$ cat src/rtl/otp_cfg_pkg.sv
// Constants for the one-time-programmable configuration store.
// Assumes a single 10 MHz system clock and host access from on-chip logic.
// ----------------------------------------------------------------------------
// ----------------------------------------------------------------------------
package otp_cfg_pkg;
	localparam logic [15:0] ADDR_HARDWARE_CONFIG_LOCK = 16'h0000;
	localparam logic [15:0] ADDR_OVERRIDE = 16'h0007;
	localparam logic [15:0] ADDR_FLOW = 16'h0008;
	localparam logic [15:0] ADDR_PIN_MODE = 16'h0009;
	localparam logic [15:0] ADDR_DIR_LOW = 16'h000B;
	localparam logic [15:0] ADDR_DIR_HIGH = 16'h000C;
	localparam logic [15:0] ADDR_MASK_LOW = 16'h000D;
	localparam logic [15:0] ADDR_MASK_HIGH = 16'h000E;
	localparam logic [15:0] ADDR_THRESH_0 = 16'h000F;
	localparam logic [15:0] ADDR_THRESH_1 = 16'h0010;
	localparam logic [15:0] ADDR_THRESH_2 = 16'h0011;
	localparam logic [15:0] ADDR_PROG_LOW = 16'h001D;
	localparam logic [15:0] ADDR_PROG_HIGH = 16'h001E;
	localparam logic [15:0] ADDR_LOCK_ARM = 16'h1898;
	localparam logic [7:0] LOCK_ARM_VALUE = 8'h10;
	localparam int STORE_DEPTH = 32;
	// Program-select bit positions in the low program byte.
	localparam int PS_HARDWARE_CONFIG_LOCK = 0;
	localparam int PS_OVERRIDE = 1;
	localparam int PS_FLOW = 2;
	localparam int PS_PIN_MODE = 3;
	localparam int PS_DIR = 4;
	localparam int PS_MASK = 5;
	localparam int PS_THRESH = 6;
	localparam int PS_NONE = 8;
	localparam int HW_LOCK_BIT = 6;
	localparam int OV_THRESH_BIT = 4;
	localparam int OV_MASK_BIT = 3;
	localparam int OV_DIR_BIT = 2;
	localparam int OV_PIN_BIT = 1;
	localparam int OV_FLOW_BIT = 0;
	localparam int FLOW_HALF_DUPLEX_BIT = 3;
	localparam int PIN_CLK_EN_BIT = 7;
	localparam int PIN_DED_EN_BIT = 4;
	localparam int PIN_POL_BIT = 3;
	localparam logic [2:0] FLOW_NONE = 3'h0;
	localparam logic [2:0] FLOW_HW = 3'h1;
	localparam logic [2:0] FLOW_SW = 3'h2;
	localparam logic [2:0] FLOW_MATCH_RX = 3'h3;
	localparam logic [2:0] FLOW_MATCH_ALL = 3'h4;
	localparam logic [1:0] DED_GPIO = 2'h0;
	localparam logic [1:0] DED_ON_TX = 2'h1;
	localparam logic [1:0] DED_ON_MATCH = 2'h2;
	localparam logic [2:0] REQ_GPIO = 3'h0;
	localparam logic [2:0] REQ_RTS_CTS = 3'h1;
	localparam logic [2:0] REQ_DTR_DSR = 3'h2;
	localparam logic [2:0] REQ_EN_TX = 3'h3;
	localparam logic [2:0] REQ_EN_MATCH = 3'h4;
	localparam logic [7:0] RESET_BYTE = 8'h00;
endpackage

$ cat src/rtl/otp_config_overrides.sv
// Configuration store with per-field program lock, global lock and the
// override word that chooses stored or built-in serial settings.
// Assumes host access and UART status come from logic on clk_sys_i.
`timescale 1ns/1ns
`default_nettype none
module otp_config_overrides #(
	parameter logic [23:0] DEFAULT_THRESH = 24'h00_0000,
	parameter logic [10:0] DEFAULT_INT_MASK = 11'h000,
	parameter logic [9:0] DEFAULT_DIR = 10'h000,
	parameter logic [7:0] DEFAULT_PIN_MODE = 8'h00,
	parameter logic [7:0] DEFAULT_FLOW = 8'h00
) (
	input wire logic clk_sys_i,
	input wire logic reset_n_i,
	input wire logic store_erase_i,
	input wire logic [15:0] host_addr_i,
	input wire logic [7:0] host_wdata_i,
	input wire logic host_wr_i,
	input wire logic host_rd_i,
	input wire logic uart_tx_busy_i,
	input wire logic uart_rx_valid_i,
	input wire logic addr_match_i,
	output logic [7:0] host_rdata_o,
	output logic host_rvalid_o,
	output logic host_wr_refused_o,
	output logic lock_active_o,
	output logic [23:0] rate_threshold_o,
	output logic [10:0] gpio_int_mask_o,
	output logic [9:0] gpio_dir_o,
	output logic hw_flow_en_o,
	output logic sw_flow_en_o,
	output logic rx_accept_o,
	output logic tx_allowed_o,
	output logic clock_out_pin_en_o,
	output logic dedicated_enable_pin_auto_o,
	output logic dedicated_enable_pin_o,
	output logic request_pin_shared_auto_o,
	output logic request_pin_shared_o,
	output logic handshake_rts_cts_o,
	output logic handshake_dtr_dsr_o
);
	// ------------------------------------------------------------------
	// Store and host access
	// ------------------------------------------------------------------
	// The byte array models fuse cells: it survives reset and is only
	// blanked by store_erase_i, which stands for a fresh part.
	logic [7:0] store_q [0:otp_cfg_pkg::STORE_DEPTH-1];
	logic [7:0] lock_arm_q;
	logic lock_active_q;
	logic load_pending_q;
	logic [7:0] host_rdata_q;
	logic host_rvalid_q;
	logic host_wr_refused_q;

	function automatic int field_of(input logic [15:0] a);
		int f;
		f = otp_cfg_pkg::PS_NONE;
		case (a)
			otp_cfg_pkg::ADDR_HARDWARE_CONFIG_LOCK: f = otp_cfg_pkg::PS_HARDWARE_CONFIG_LOCK;
			otp_cfg_pkg::ADDR_OVERRIDE: f = otp_cfg_pkg::PS_OVERRIDE;
			otp_cfg_pkg::ADDR_FLOW: f = otp_cfg_pkg::PS_FLOW;
			otp_cfg_pkg::ADDR_PIN_MODE: f = otp_cfg_pkg::PS_PIN_MODE;
			otp_cfg_pkg::ADDR_DIR_LOW: f = otp_cfg_pkg::PS_DIR;
			otp_cfg_pkg::ADDR_DIR_HIGH: f = otp_cfg_pkg::PS_DIR;
			otp_cfg_pkg::ADDR_MASK_LOW: f = otp_cfg_pkg::PS_MASK;
			otp_cfg_pkg::ADDR_MASK_HIGH: f = otp_cfg_pkg::PS_MASK;
			otp_cfg_pkg::ADDR_THRESH_0: f = otp_cfg_pkg::PS_THRESH;
			otp_cfg_pkg::ADDR_THRESH_1: f = otp_cfg_pkg::PS_THRESH;
			otp_cfg_pkg::ADDR_THRESH_2: f = otp_cfg_pkg::PS_THRESH;
			default: f = otp_cfg_pkg::PS_NONE;
		endcase
		return f;
	endfunction

	wire [4:0] store_idx = host_addr_i[4:0];
	wire in_store = (host_addr_i[15:5] == 11'h000);
	wire is_prog_byte = (host_addr_i == otp_cfg_pkg::ADDR_PROG_LOW) ||
		(host_addr_i == otp_cfg_pkg::ADDR_PROG_HIGH);
	wire is_arm = (host_addr_i == otp_cfg_pkg::ADDR_LOCK_ARM);
	wire [7:0] prog_low = store_q[otp_cfg_pkg::ADDR_PROG_LOW[4:0]];
	wire [7:0] hw_byte = store_q[otp_cfg_pkg::ADDR_HARDWARE_CONFIG_LOCK[4:0]];
	wire field_mapped = (field_of(host_addr_i) != otp_cfg_pkg::PS_NONE);
	wire mapped = in_store && (field_mapped || is_prog_byte);
	wire field_sealed = field_mapped &&
		prog_low[field_of(host_addr_i) % 8];
	// The lock bit only sticks once the arm register holds its key.
	wire lock_key_ok = (lock_arm_q == otp_cfg_pkg::LOCK_ARM_VALUE);
	wire lock_try = (host_addr_i == otp_cfg_pkg::ADDR_HARDWARE_CONFIG_LOCK) &&
		host_wdata_i[otp_cfg_pkg::HW_LOCK_BIT] && !lock_key_ok;
	wire [7:0] lock_strip = lock_try ?
		~(8'h01 << otp_cfg_pkg::HW_LOCK_BIT) : 8'hFF;
	// The arm register sits outside the store, so the global lock never
	// refuses it and a host can always load the key again.
	wire wr_ok = host_wr_i && mapped && !lock_active_q &&
		!field_sealed;
	wire wr_refused = host_wr_i && !is_arm && !wr_ok;
	// Fuses only go from 0 to 1, so a write ORs into the cell and a field
	// sealed without data stays all zeros.
	wire [7:0] store_wr_value = store_q[store_idx] |
		(host_wdata_i & lock_strip);
	wire [7:0] rd_value = !mapped ? 8'h00 : store_q[store_idx];

	// A held write strobe writes once per cycle; since cells only OR, a
	// repeat of the same byte is harmless.
	always_ff @(posedge clk_sys_i)
	begin
		for (int i = 0; i < otp_cfg_pkg::STORE_DEPTH; i++)
		begin
			if (store_erase_i)
				store_q[i] <= otp_cfg_pkg::RESET_BYTE;
			else if (wr_ok && (store_idx == 5'(i)))
				store_q[i] <= store_wr_value;
		end
	end

	always_ff @(posedge clk_sys_i or negedge reset_n_i)
	begin
		if (!reset_n_i)
		begin
			lock_arm_q <= otp_cfg_pkg::RESET_BYTE;
			host_rdata_q <= otp_cfg_pkg::RESET_BYTE;
			host_rvalid_q <= 1'b0;
			host_wr_refused_q <= 1'b0;
		end
		else
		begin
			if (host_wr_i && is_arm)
				lock_arm_q <= host_wdata_i;
			host_rdata_q <= host_rd_i ? (is_arm ? lock_arm_q : rd_value) :
				host_rdata_q;
			host_rvalid_q <= host_rd_i;
			host_wr_refused_q <= wr_refused;
		end
	end

	// ------------------------------------------------------------------
	// Load after reset
	// ------------------------------------------------------------------
	// Settings are sampled once, in the first cycle after reset release,
	// so a lock or override programmed now waits for the next reset.
	// A write taken in the load cycle is still judged against the old,
	// cleared lock, so hosts should wait one more cycle after reset.
	wire [7:0] ov_byte = store_q[otp_cfg_pkg::ADDR_OVERRIDE[4:0]];
	wire [23:0] stored_thresh = {store_q[otp_cfg_pkg::ADDR_THRESH_2[4:0]],
		store_q[otp_cfg_pkg::ADDR_THRESH_1[4:0]],
		store_q[otp_cfg_pkg::ADDR_THRESH_0[4:0]]};
	wire [10:0] stored_mask = {store_q[otp_cfg_pkg::ADDR_MASK_HIGH[4:0]][2:0],
		store_q[otp_cfg_pkg::ADDR_MASK_LOW[4:0]]};
	wire [9:0] stored_dir = {store_q[otp_cfg_pkg::ADDR_DIR_HIGH[4:0]][1:0],
		store_q[otp_cfg_pkg::ADDR_DIR_LOW[4:0]]};
	wire lock_load = hw_byte[otp_cfg_pkg::HW_LOCK_BIT] &&
		prog_low[otp_cfg_pkg::PS_HARDWARE_CONFIG_LOCK];
	wire [23:0] thresh_load = ov_byte[otp_cfg_pkg::OV_THRESH_BIT] ?
		stored_thresh : DEFAULT_THRESH;
	wire [10:0] mask_load = ov_byte[otp_cfg_pkg::OV_MASK_BIT] ?
		stored_mask : DEFAULT_INT_MASK;
	wire [9:0] dir_load = ov_byte[otp_cfg_pkg::OV_DIR_BIT] ?
		stored_dir : DEFAULT_DIR;
	wire [7:0] pin_load = ov_byte[otp_cfg_pkg::OV_PIN_BIT] ?
		store_q[otp_cfg_pkg::ADDR_PIN_MODE[4:0]] : DEFAULT_PIN_MODE;
	wire [7:0] flow_load = ov_byte[otp_cfg_pkg::OV_FLOW_BIT] ?
		store_q[otp_cfg_pkg::ADDR_FLOW[4:0]] : DEFAULT_FLOW;

	logic [23:0] rate_threshold_q;
	logic [10:0] gpio_int_mask_q;
	logic [9:0] gpio_dir_q;
	logic [7:0] pin_mode_q;
	logic [7:0] flow_q;

	always_ff @(posedge clk_sys_i or negedge reset_n_i)
	begin
		if (!reset_n_i)
		begin
			load_pending_q <= 1'b1;
			lock_active_q <= 1'b0;
			rate_threshold_q <= 24'h00_0000;
			gpio_int_mask_q <= 11'h000;
			gpio_dir_q <= 10'h000;
			pin_mode_q <= otp_cfg_pkg::RESET_BYTE;
			flow_q <= otp_cfg_pkg::RESET_BYTE;
		end
		else if (load_pending_q)
		begin
			load_pending_q <= 1'b0;
			lock_active_q <= lock_load;
			rate_threshold_q <= thresh_load;
			gpio_int_mask_q <= mask_load;
			gpio_dir_q <= dir_load;
			pin_mode_q <= pin_load;
			flow_q <= flow_load;
		end
	end

	// ------------------------------------------------------------------
	// Serial behaviour from the applied settings
	// ------------------------------------------------------------------
	// Reserved flow codes fall back to plain operation.
	// Reserved dedicated code 11 and request codes 101 to 111 leave their
	// pins as general I/O, which is the safe state for a transceiver.
	// Inversion applies only in the automatic modes, so a pin left as
	// general I/O never idles at the inverted level.
	wire [2:0] flow_mode = flow_q[2:0];
	wire half_duplex = flow_q[otp_cfg_pkg::FLOW_HALF_DUPLEX_BIT];
	wire mode_hw = (flow_mode == otp_cfg_pkg::FLOW_HW);
	wire mode_sw = (flow_mode == otp_cfg_pkg::FLOW_SW);
	wire mode_match_rx = (flow_mode == otp_cfg_pkg::FLOW_MATCH_RX);
	wire mode_match_all = (flow_mode == otp_cfg_pkg::FLOW_MATCH_ALL);
	wire rx_gated_match = (mode_match_rx || mode_match_all) &&
		!addr_match_i;
	wire rx_gated_duplex = half_duplex && uart_tx_busy_i;
	wire rx_accept_d = uart_rx_valid_i && !rx_gated_match &&
		!rx_gated_duplex;
	wire tx_allowed_d = !mode_match_all || addr_match_i;

	wire [1:0] ded_sel = pin_mode_q[6:5];
	wire ded_pin_on = pin_mode_q[otp_cfg_pkg::PIN_DED_EN_BIT];
	wire [2:0] req_sel = pin_mode_q[2:0];
	wire invert_en = pin_mode_q[otp_cfg_pkg::PIN_POL_BIT];
	wire ded_auto_tx = ded_pin_on && (ded_sel == otp_cfg_pkg::DED_ON_TX);
	wire ded_auto_match = ded_pin_on &&
		(ded_sel == otp_cfg_pkg::DED_ON_MATCH);
	wire ded_level = (ded_auto_tx && uart_tx_busy_i) ||
		(ded_auto_match && addr_match_i);
	wire req_auto_tx = (req_sel == otp_cfg_pkg::REQ_EN_TX);
	wire req_auto_match = (req_sel == otp_cfg_pkg::REQ_EN_MATCH);
	wire req_level = (req_auto_tx && uart_tx_busy_i) ||
		(req_auto_match && addr_match_i);

	logic rx_accept_q;
	logic tx_allowed_q;
	logic ded_auto_q;
	logic ded_pin_q;
	logic req_auto_q;
	logic req_pin_q;

	always_ff @(posedge clk_sys_i or negedge reset_n_i)
	begin
		if (!reset_n_i)
		begin
			rx_accept_q <= 1'b0;
			tx_allowed_q <= 1'b0;
			ded_auto_q <= 1'b0;
			ded_pin_q <= 1'b0;
			req_auto_q <= 1'b0;
			req_pin_q <= 1'b0;
		end
		else
		begin
			rx_accept_q <= rx_accept_d;
			tx_allowed_q <= tx_allowed_d;
			ded_auto_q <= ded_auto_tx || ded_auto_match;
			ded_pin_q <= ded_level ^ (invert_en &&
				(ded_auto_tx || ded_auto_match));
			req_auto_q <= req_auto_tx || req_auto_match;
			req_pin_q <= req_level ^ (invert_en &&
				(req_auto_tx || req_auto_match));
		end
	end

	logic hw_flow_q;
	logic sw_flow_q;
	logic clk_out_q;
	logic rts_cts_q;
	logic dtr_dsr_q;

	always_ff @(posedge clk_sys_i or negedge reset_n_i)
	begin
		if (!reset_n_i)
		begin
			hw_flow_q <= 1'b0;
			sw_flow_q <= 1'b0;
			clk_out_q <= 1'b0;
			rts_cts_q <= 1'b0;
			dtr_dsr_q <= 1'b0;
		end
		else
		begin
			hw_flow_q <= mode_hw;
			sw_flow_q <= mode_sw;
			clk_out_q <= pin_mode_q[otp_cfg_pkg::PIN_CLK_EN_BIT];
			rts_cts_q <= (req_sel == otp_cfg_pkg::REQ_RTS_CTS);
			dtr_dsr_q <= (req_sel == otp_cfg_pkg::REQ_DTR_DSR);
		end
	end

	assign host_rdata_o = host_rdata_q;
	assign host_rvalid_o = host_rvalid_q;
	assign host_wr_refused_o = host_wr_refused_q;
	assign lock_active_o = lock_active_q;
	assign rate_threshold_o = rate_threshold_q;
	assign gpio_int_mask_o = gpio_int_mask_q;
	assign gpio_dir_o = gpio_dir_q;
	assign hw_flow_en_o = hw_flow_q;
	assign sw_flow_en_o = sw_flow_q;
	assign rx_accept_o = rx_accept_q;
	assign tx_allowed_o = tx_allowed_q;
	assign clock_out_pin_en_o = clk_out_q;
	assign dedicated_enable_pin_auto_o = ded_auto_q;
	assign dedicated_enable_pin_o = ded_pin_q;
	assign request_pin_shared_auto_o = req_auto_q;
	assign request_pin_shared_o = req_pin_q;
	assign handshake_rts_cts_o = rts_cts_q;
	assign handshake_dtr_dsr_o = dtr_dsr_q;
endmodule
`default_nettype wire

$ cat config.mk
export PLATFORM = sky130hd
export DESIGN_NAME = otp_config_overrides
export DESIGN_NICKNAME = d
export VERILOG_FILES = /design/src/rtl/otp_cfg_pkg.sv /design/src/rtl/otp_config_overrides.sv
export SDC_FILE = /design/constraint.sdc
export NUM_CORES = 1
export LEC_CHECK = 0
export ABC_CLOCK_PERIOD_IN_PS = 6500
export BUFFER_PORTS_ARGS = -buffer_cell sky130_fd_sc_hd__buf_2
export CAP_MARGIN = 5
export CORE_MARGIN = 3
export CORE_UTILIZATION = 50
export DETAILED_ROUTE_END_ITERATION = 6
export PLACE_DENSITY = 0.65
export SYNTH_ARGS = -nofsm -noshare
export SYNTH_HDL_FRONTEND = slang
export SYNTH_SLANG_ARGS = --single-unit
$ cat constraint.sdc
create_clock -name clk_sys_i -period 6.5 [get_ports clk_sys_i]
set_input_delay 1.625 -clock clk_sys_i [delete_from_list [all_inputs] [get_ports clk_sys_i]]
set_output_delay 1.625 -clock clk_sys_i [all_outputs]
set_load 0.01 [all_outputs]
## Word level (Yosys, flattened, before mapping)

Memories as Yosys holds them, arrays and structs flattened.
Cells that the tools add are included.
W data, S select, Z words.

- Memories: 3
- Memory bits (read-only): 256
- Output and inout bits: 67
- Logic and storage cells: 328
- RAM bits: 256
- Input port bits: 32
- Register bits: 88

- Multiplexer cells: 143
- Reduce and logical (&&, ||, !) cells: 76
- Equal/unequal tests: 46
- Order comparisons: 1
- Bitwise gates (word level): 37

Memory list:

| name | words | bits a word | rd ports | clocked after Yosys merged registers in | write ports | RTL line | RTL |
|---|---|---|---|---|---|---|---|
| store_q | 32 | 8 | 13 | 0 | 32 | otp_config_overrides.sv:47 | `logic [7:0] store_q [0:otp_cfg_pkg::STORE_DEPTH-1];` |
| (no name shown) | 32 | 4 | 1 | 0 | 0 | otp_config_overrides.sv:58 | `case (a)` |
| (no name shown) | 32 | 4 | 1 | 0 | 0 | otp_config_overrides.sv:58 |  |

Operator list:

| kind | number |
|---|---|
| $mux W8 | 35 |
| $mux W1 | 100 |
| $eq A5 B5 Y1 const B | 16 |
| $mux W32 | 2 |
| $logic_and A1 B1 Y1 | 55 |
| $eq A5 B4 Y1 const B | 8 |
| $eq A16 B5 Y1 const B | 2 |
| $ne A32 B5 Y1 const B | 1 |
| $or A1 B1 Y1 | 32 |
| $mux W24 | 1 |
| $eq A5 B3 Y1 const B | 4 |
| $eq A16 B13 Y1 const B | 1 |
| $logic_not A16 Y1 | 1 |
| $eq A3 B2 Y1 const B | 4 |
| $logic_not A11 Y1 | 1 |
| $mux W11 | 1 |
| $eq A5 B2 Y1 const B | 2 |
| $mux W10 | 1 |
| $logic_not A1 Y1 | 9 |
| $and A8 B8 Y8 | 1 |
| $eq A8 B5 Y1 const B | 1 |
| $logic_or A1 B1 Y1 | 8 |
| $or A8 B8 Y8 | 1 |
| $mux W7 | 1 |
| other kinds (12) | 15 |

## Logic depth before layout (Yosys ltp)

- Word-level depth: 15
- Gate-level depth with buffers: 14
- Gate-level depth less buffers: 8

## Least setup slack after synthesis

Ideal clock, no wire load.

- Kind: input to register
- From: in host_addr_i[0]
- To: mem store_q[16][0] (enable)
- Data arrival time: 4966 ps
- Required time: 6170 ps
- Setup slack: 1204 ps
- Stages on the path: 13
- Path buffers: 5
- Setup time: 330 ps
- Path through: buf_2 -> buf_2 -> buf_2 -> buf_2 -> inv_1 -> ha_1 -> mux2i_1 -> o2bb2ai_1 -> mux4_2 -> nor3b_4 -> or3_1 -> buf_2 -> a41o_1

RTL lines:

| item | RTL line | RTL |
|---|---|---|
| start: declaration | otp_config_overrides.sv:16 | `input wire logic [15:0] host_addr_i,` |
| end: declaration | otp_config_overrides.sv:47 |  |

==> impl_metrics.py <==
metrics = {
    "clock_network": {
        "cts.path.max_buffers": 3,
        "numCtsBuffers": 38,
        "cts_tree": "done",
        "cts_resized": 0,
        "cts.sinks": 344,
        "clk_pin_slew_ns": 0.06,
        "cts-root-buf": "clkbuf_16",
        "cts_setup_buffers": 0,
        "clock_latency_ns": 0.52,
        "h-tree-depth": 2,
        "hold_buffers": 0,
    },
    "yosys": {
        "synth_area_leaders": "edfxtp_1, dfrtp_1, mux4_2, nor2_1, nand3_1",
        "syn_area_mm2": 0.0153,
        "yosysSeqAreaShare": 0.648,
        "synth_top_area_frac": 0.504,
        "synth_cell_types": 58,
        "avgSynthCellArea_um2": 12.9,
        "ys_warn_count": 0,
        "yosys.area.top_type": "edfxtp_1",
        "async_reset_ff_frac": 0.256,
        "synth-seq-cells": 344,
        "syn_inst": 1185,
        "ys.flop_type": "edfxtp_1",
        "synth_edf_count": 256,
    },
    "timing": {
        "period_share": 0.755,
        "tightest_slew_ns": 1.01,
        "relSlewSlack": 0.326,
        "finalSetupViolCount": 0,
        "finalHoldViolCount": 0,
        "maxSlewViolCount": 0,
        "period_needed_ns": 4.91,
        "tns_ns": 0,
        "fmax_ghz": 0.204,
        "fin_ws_ns": 1.59,
        "grt_setup_unrepaired": "false",
        "fin_skew_ns": 0.0232,
    },
    "final_layout": {
        "syn2layout_area_growth_pct": 14.9,
        "layout_common_cells": "edfxtp_1, nor2_1, buf_2",
        "drive_gt1_frac": 0.200,
        "fin_cells": 1733,
        "num-fill-cells": 2432,
        "antennaDiodeCount": 0,
        "layout.nets": 1352,
        "final_common_cell": "edfxtp_1",
    },
    "setup_path": {
        "reg2reg_to": "store_q[30][3]$_SDFFCE_PN0P_",
        "worstSetupEndpointType": "flip-flop",
        "crit_type": "in -> reg",
        "required_ns": 6.66,
        "startpoint_type": "input port",
        "reg2regPathDepth": 4,
        "cp_max_fo": 38,
        "r2r_start": "lock_active_o$_DFFE_PN0P_",
        "rrSetupSlack_ns": 3.37,
        "worstSetupStartpoint": "host_addr_i[0]",
        "arrival_ns": 5.07,
    },
    "outcome": {
        "status": "finished clean",
    },
    "placed_design": {
        "pre_cts_slack_ns": 1.11,
        "numPlacedInstances": 1666,
        "place.gp.congestion": 0.913,
        "dp_hpwl_mm": 26.9,
        "port-buffer-count": 98,
    },
    "detailed_routing": {
        "antenna_left": 0,
        "drt-total-wl_mm": 39.8,
        "first_iter_violations": 1053,
        "wl_per_cell_um": 23.0,
        "drcViolationCount": 0,
        "avgViaCountPerCell": 5.91,
        "vias": 10237,
        "firstDrtPassIters": 5,
    },
    "job": {
        "maxCapViolCount": 0,
    },
    "grt": {
        "grtUsageTotal": 0.243,
        "grt_pass1_wl_mm": 60.9,
        "antenna_found_initial": 1,
        "grt_pass1_vias": 10065,
        "grt_max_degree": 117,
        "overflow": 0,
    },
    "die": {
        "core-area_mm2": 0.0299,
        "io_pins": 99,
        "initial_core_util": 0.511,
        "die_w_um": 181,
        "die-area_mm2": 0.0327,
        "rows": 63,
        "die_h_um": 181,
    },
    "worst_hold_path": {
        "holdPathStages": 0,
        "worstHoldStart": "pin_mode_q[7]$_DFFE_PN0P_",
        "hold_path_class": "reg -> reg",
        "min_to": "clock_out_pin_en_o$_DFF_PN0_",
    },
    "power_and_ir_drop": {
        "finalPower_mw": 4.93,
        "power_density_mw_per_mm2": 281,
        "leakage_nw": 7.18,
        "peakVddDrop_uv": 195,
    },
}
-- routing by layer --
metal | part of all wire | global-route usage | vias up
met1 | 0.41 | 0.354 | 5070
met5 | 0 | 0 | -
met3 | 0.096 | 0.0505 | 91
li1 | - | - | 4573
met4 | 0.035 | 0.0930 | 0
met2 | 0.46 | 0.365 | 503
-- sequential cells by signal, summed over array words and instances (netlist names), 4 cells and up --
name              flops
lock_arm_q            8
gpio_dir_o           10
pin_mode_q            8
store_q             256
gpio_int_mask_o      11
flow_q                4
host_rdata_o          8
rate_threshold_o     24
-- kinds of logic (layout without fill, tap and decap cells) --
kind of cell	count (synthesis)	after routing	synth area share
flops	344	344	0.648
compound gates	163	163	0.0776
mux	102	102	0.104
fa+ha+maj	4	4	0.00328
simple gates	409	409	0.125
xor+xnor	3	3	0.00172
buf+inv	159	253	0.0408
other cells	1	65	0.000246
-- area by class of cell --
cell class                 count  area [um^2]  area share
sequential                   344         9890       0.564
multi-input combinational    746         5070       0.289
clock buffer                  52         1060      0.0607
timing repair buffer         121          673      0.0384
tap                          390          488      0.0278
inverter                      65          244      0.0139
clock inverter                15          104     0.00592
-- cell usage after synthesis, types with 3 or more instances --
master / instances
edfxtp_1: 256
nor2_1: 188
dfrtp_1: 87
nand3_1: 83
inv_1: 65
clkbuf_1: 62
o21ai_0: 59
mux4_2: 42
nand2_1: 35
nor3_1: 34
mux2_2: 31
mux2i_1: 29
buf_2: 21
a41o_1: 19
nor2b_1: 13
buf_1: 11
nand4_1: 11
a22oi_1: 10
o21bai_1: 10
or3_1: 10
a21oi_1: 8
and3_1: 7
nor3b_1: 6
o31ai_2: 6
a211oi_1: 5
a221oi_1: 5
a31o_2: 5
a31oi_1: 5
nand2b_1: 5
a22o_1: 4
ha_1: 4
o22ai_1: 4
a222oi_1: 3
and2_1: 3
nor4_1: 3
o221ai_1: 3
o2bb2ai_1: 3
-- through the flow --
step / instance area [um^2] / hold slack, ns / util
after global routing: 17500 / 0.389 / 0.587
final: 17500 / 0.380 / 0.587
after floorplan: 15500 / 0.354 / -
after global placement: 16400 / 0.360 / 0.548
after CTS: 17500 / 0.381 / 0.587
after detailed placement: 16400 / 0.367 / 0.548
-- critical path, stage by stage --
cell	delay (ns)
buf_4	0.48
ha_1	0.44
and4b_1	0.28
a31o_2	0.16
mux2_2	0.35
o21ai_2	0.69
or3_1	0.20
buf_4	0.29
a41o_1	0.48
-- report_power, final --
group          total, mW  switching (mW)  internal (mW)  leakage [nW]
clock network       2.01           0.828           1.19         0.575
logic              0.407           0.273          0.134          2.82
registers           2.50          0.0439           2.46          3.78
total               4.93            1.15           3.78          7.18
-- how the worst max path moves through the flow --
stage                     slack [ns]                      endpoint
after global placement          1.22   store_q[5][2]$_SDFFCE_PN0P_
final                           1.59   store_q[5][7]$_SDFFCE_PN0P_
after detailed placement        1.11   store_q[5][5]$_SDFFCE_PN0P_
after CTS                       1.62   store_q[5][7]$_SDFFCE_PN0P_
after global routing            1.39   store_q[5][0]$_SDFFCE_PN0P_
after floorplan                 1.20  store_q[16][0]$_SDFFCE_PN0P_
Power figures use the tool's default switching activity.
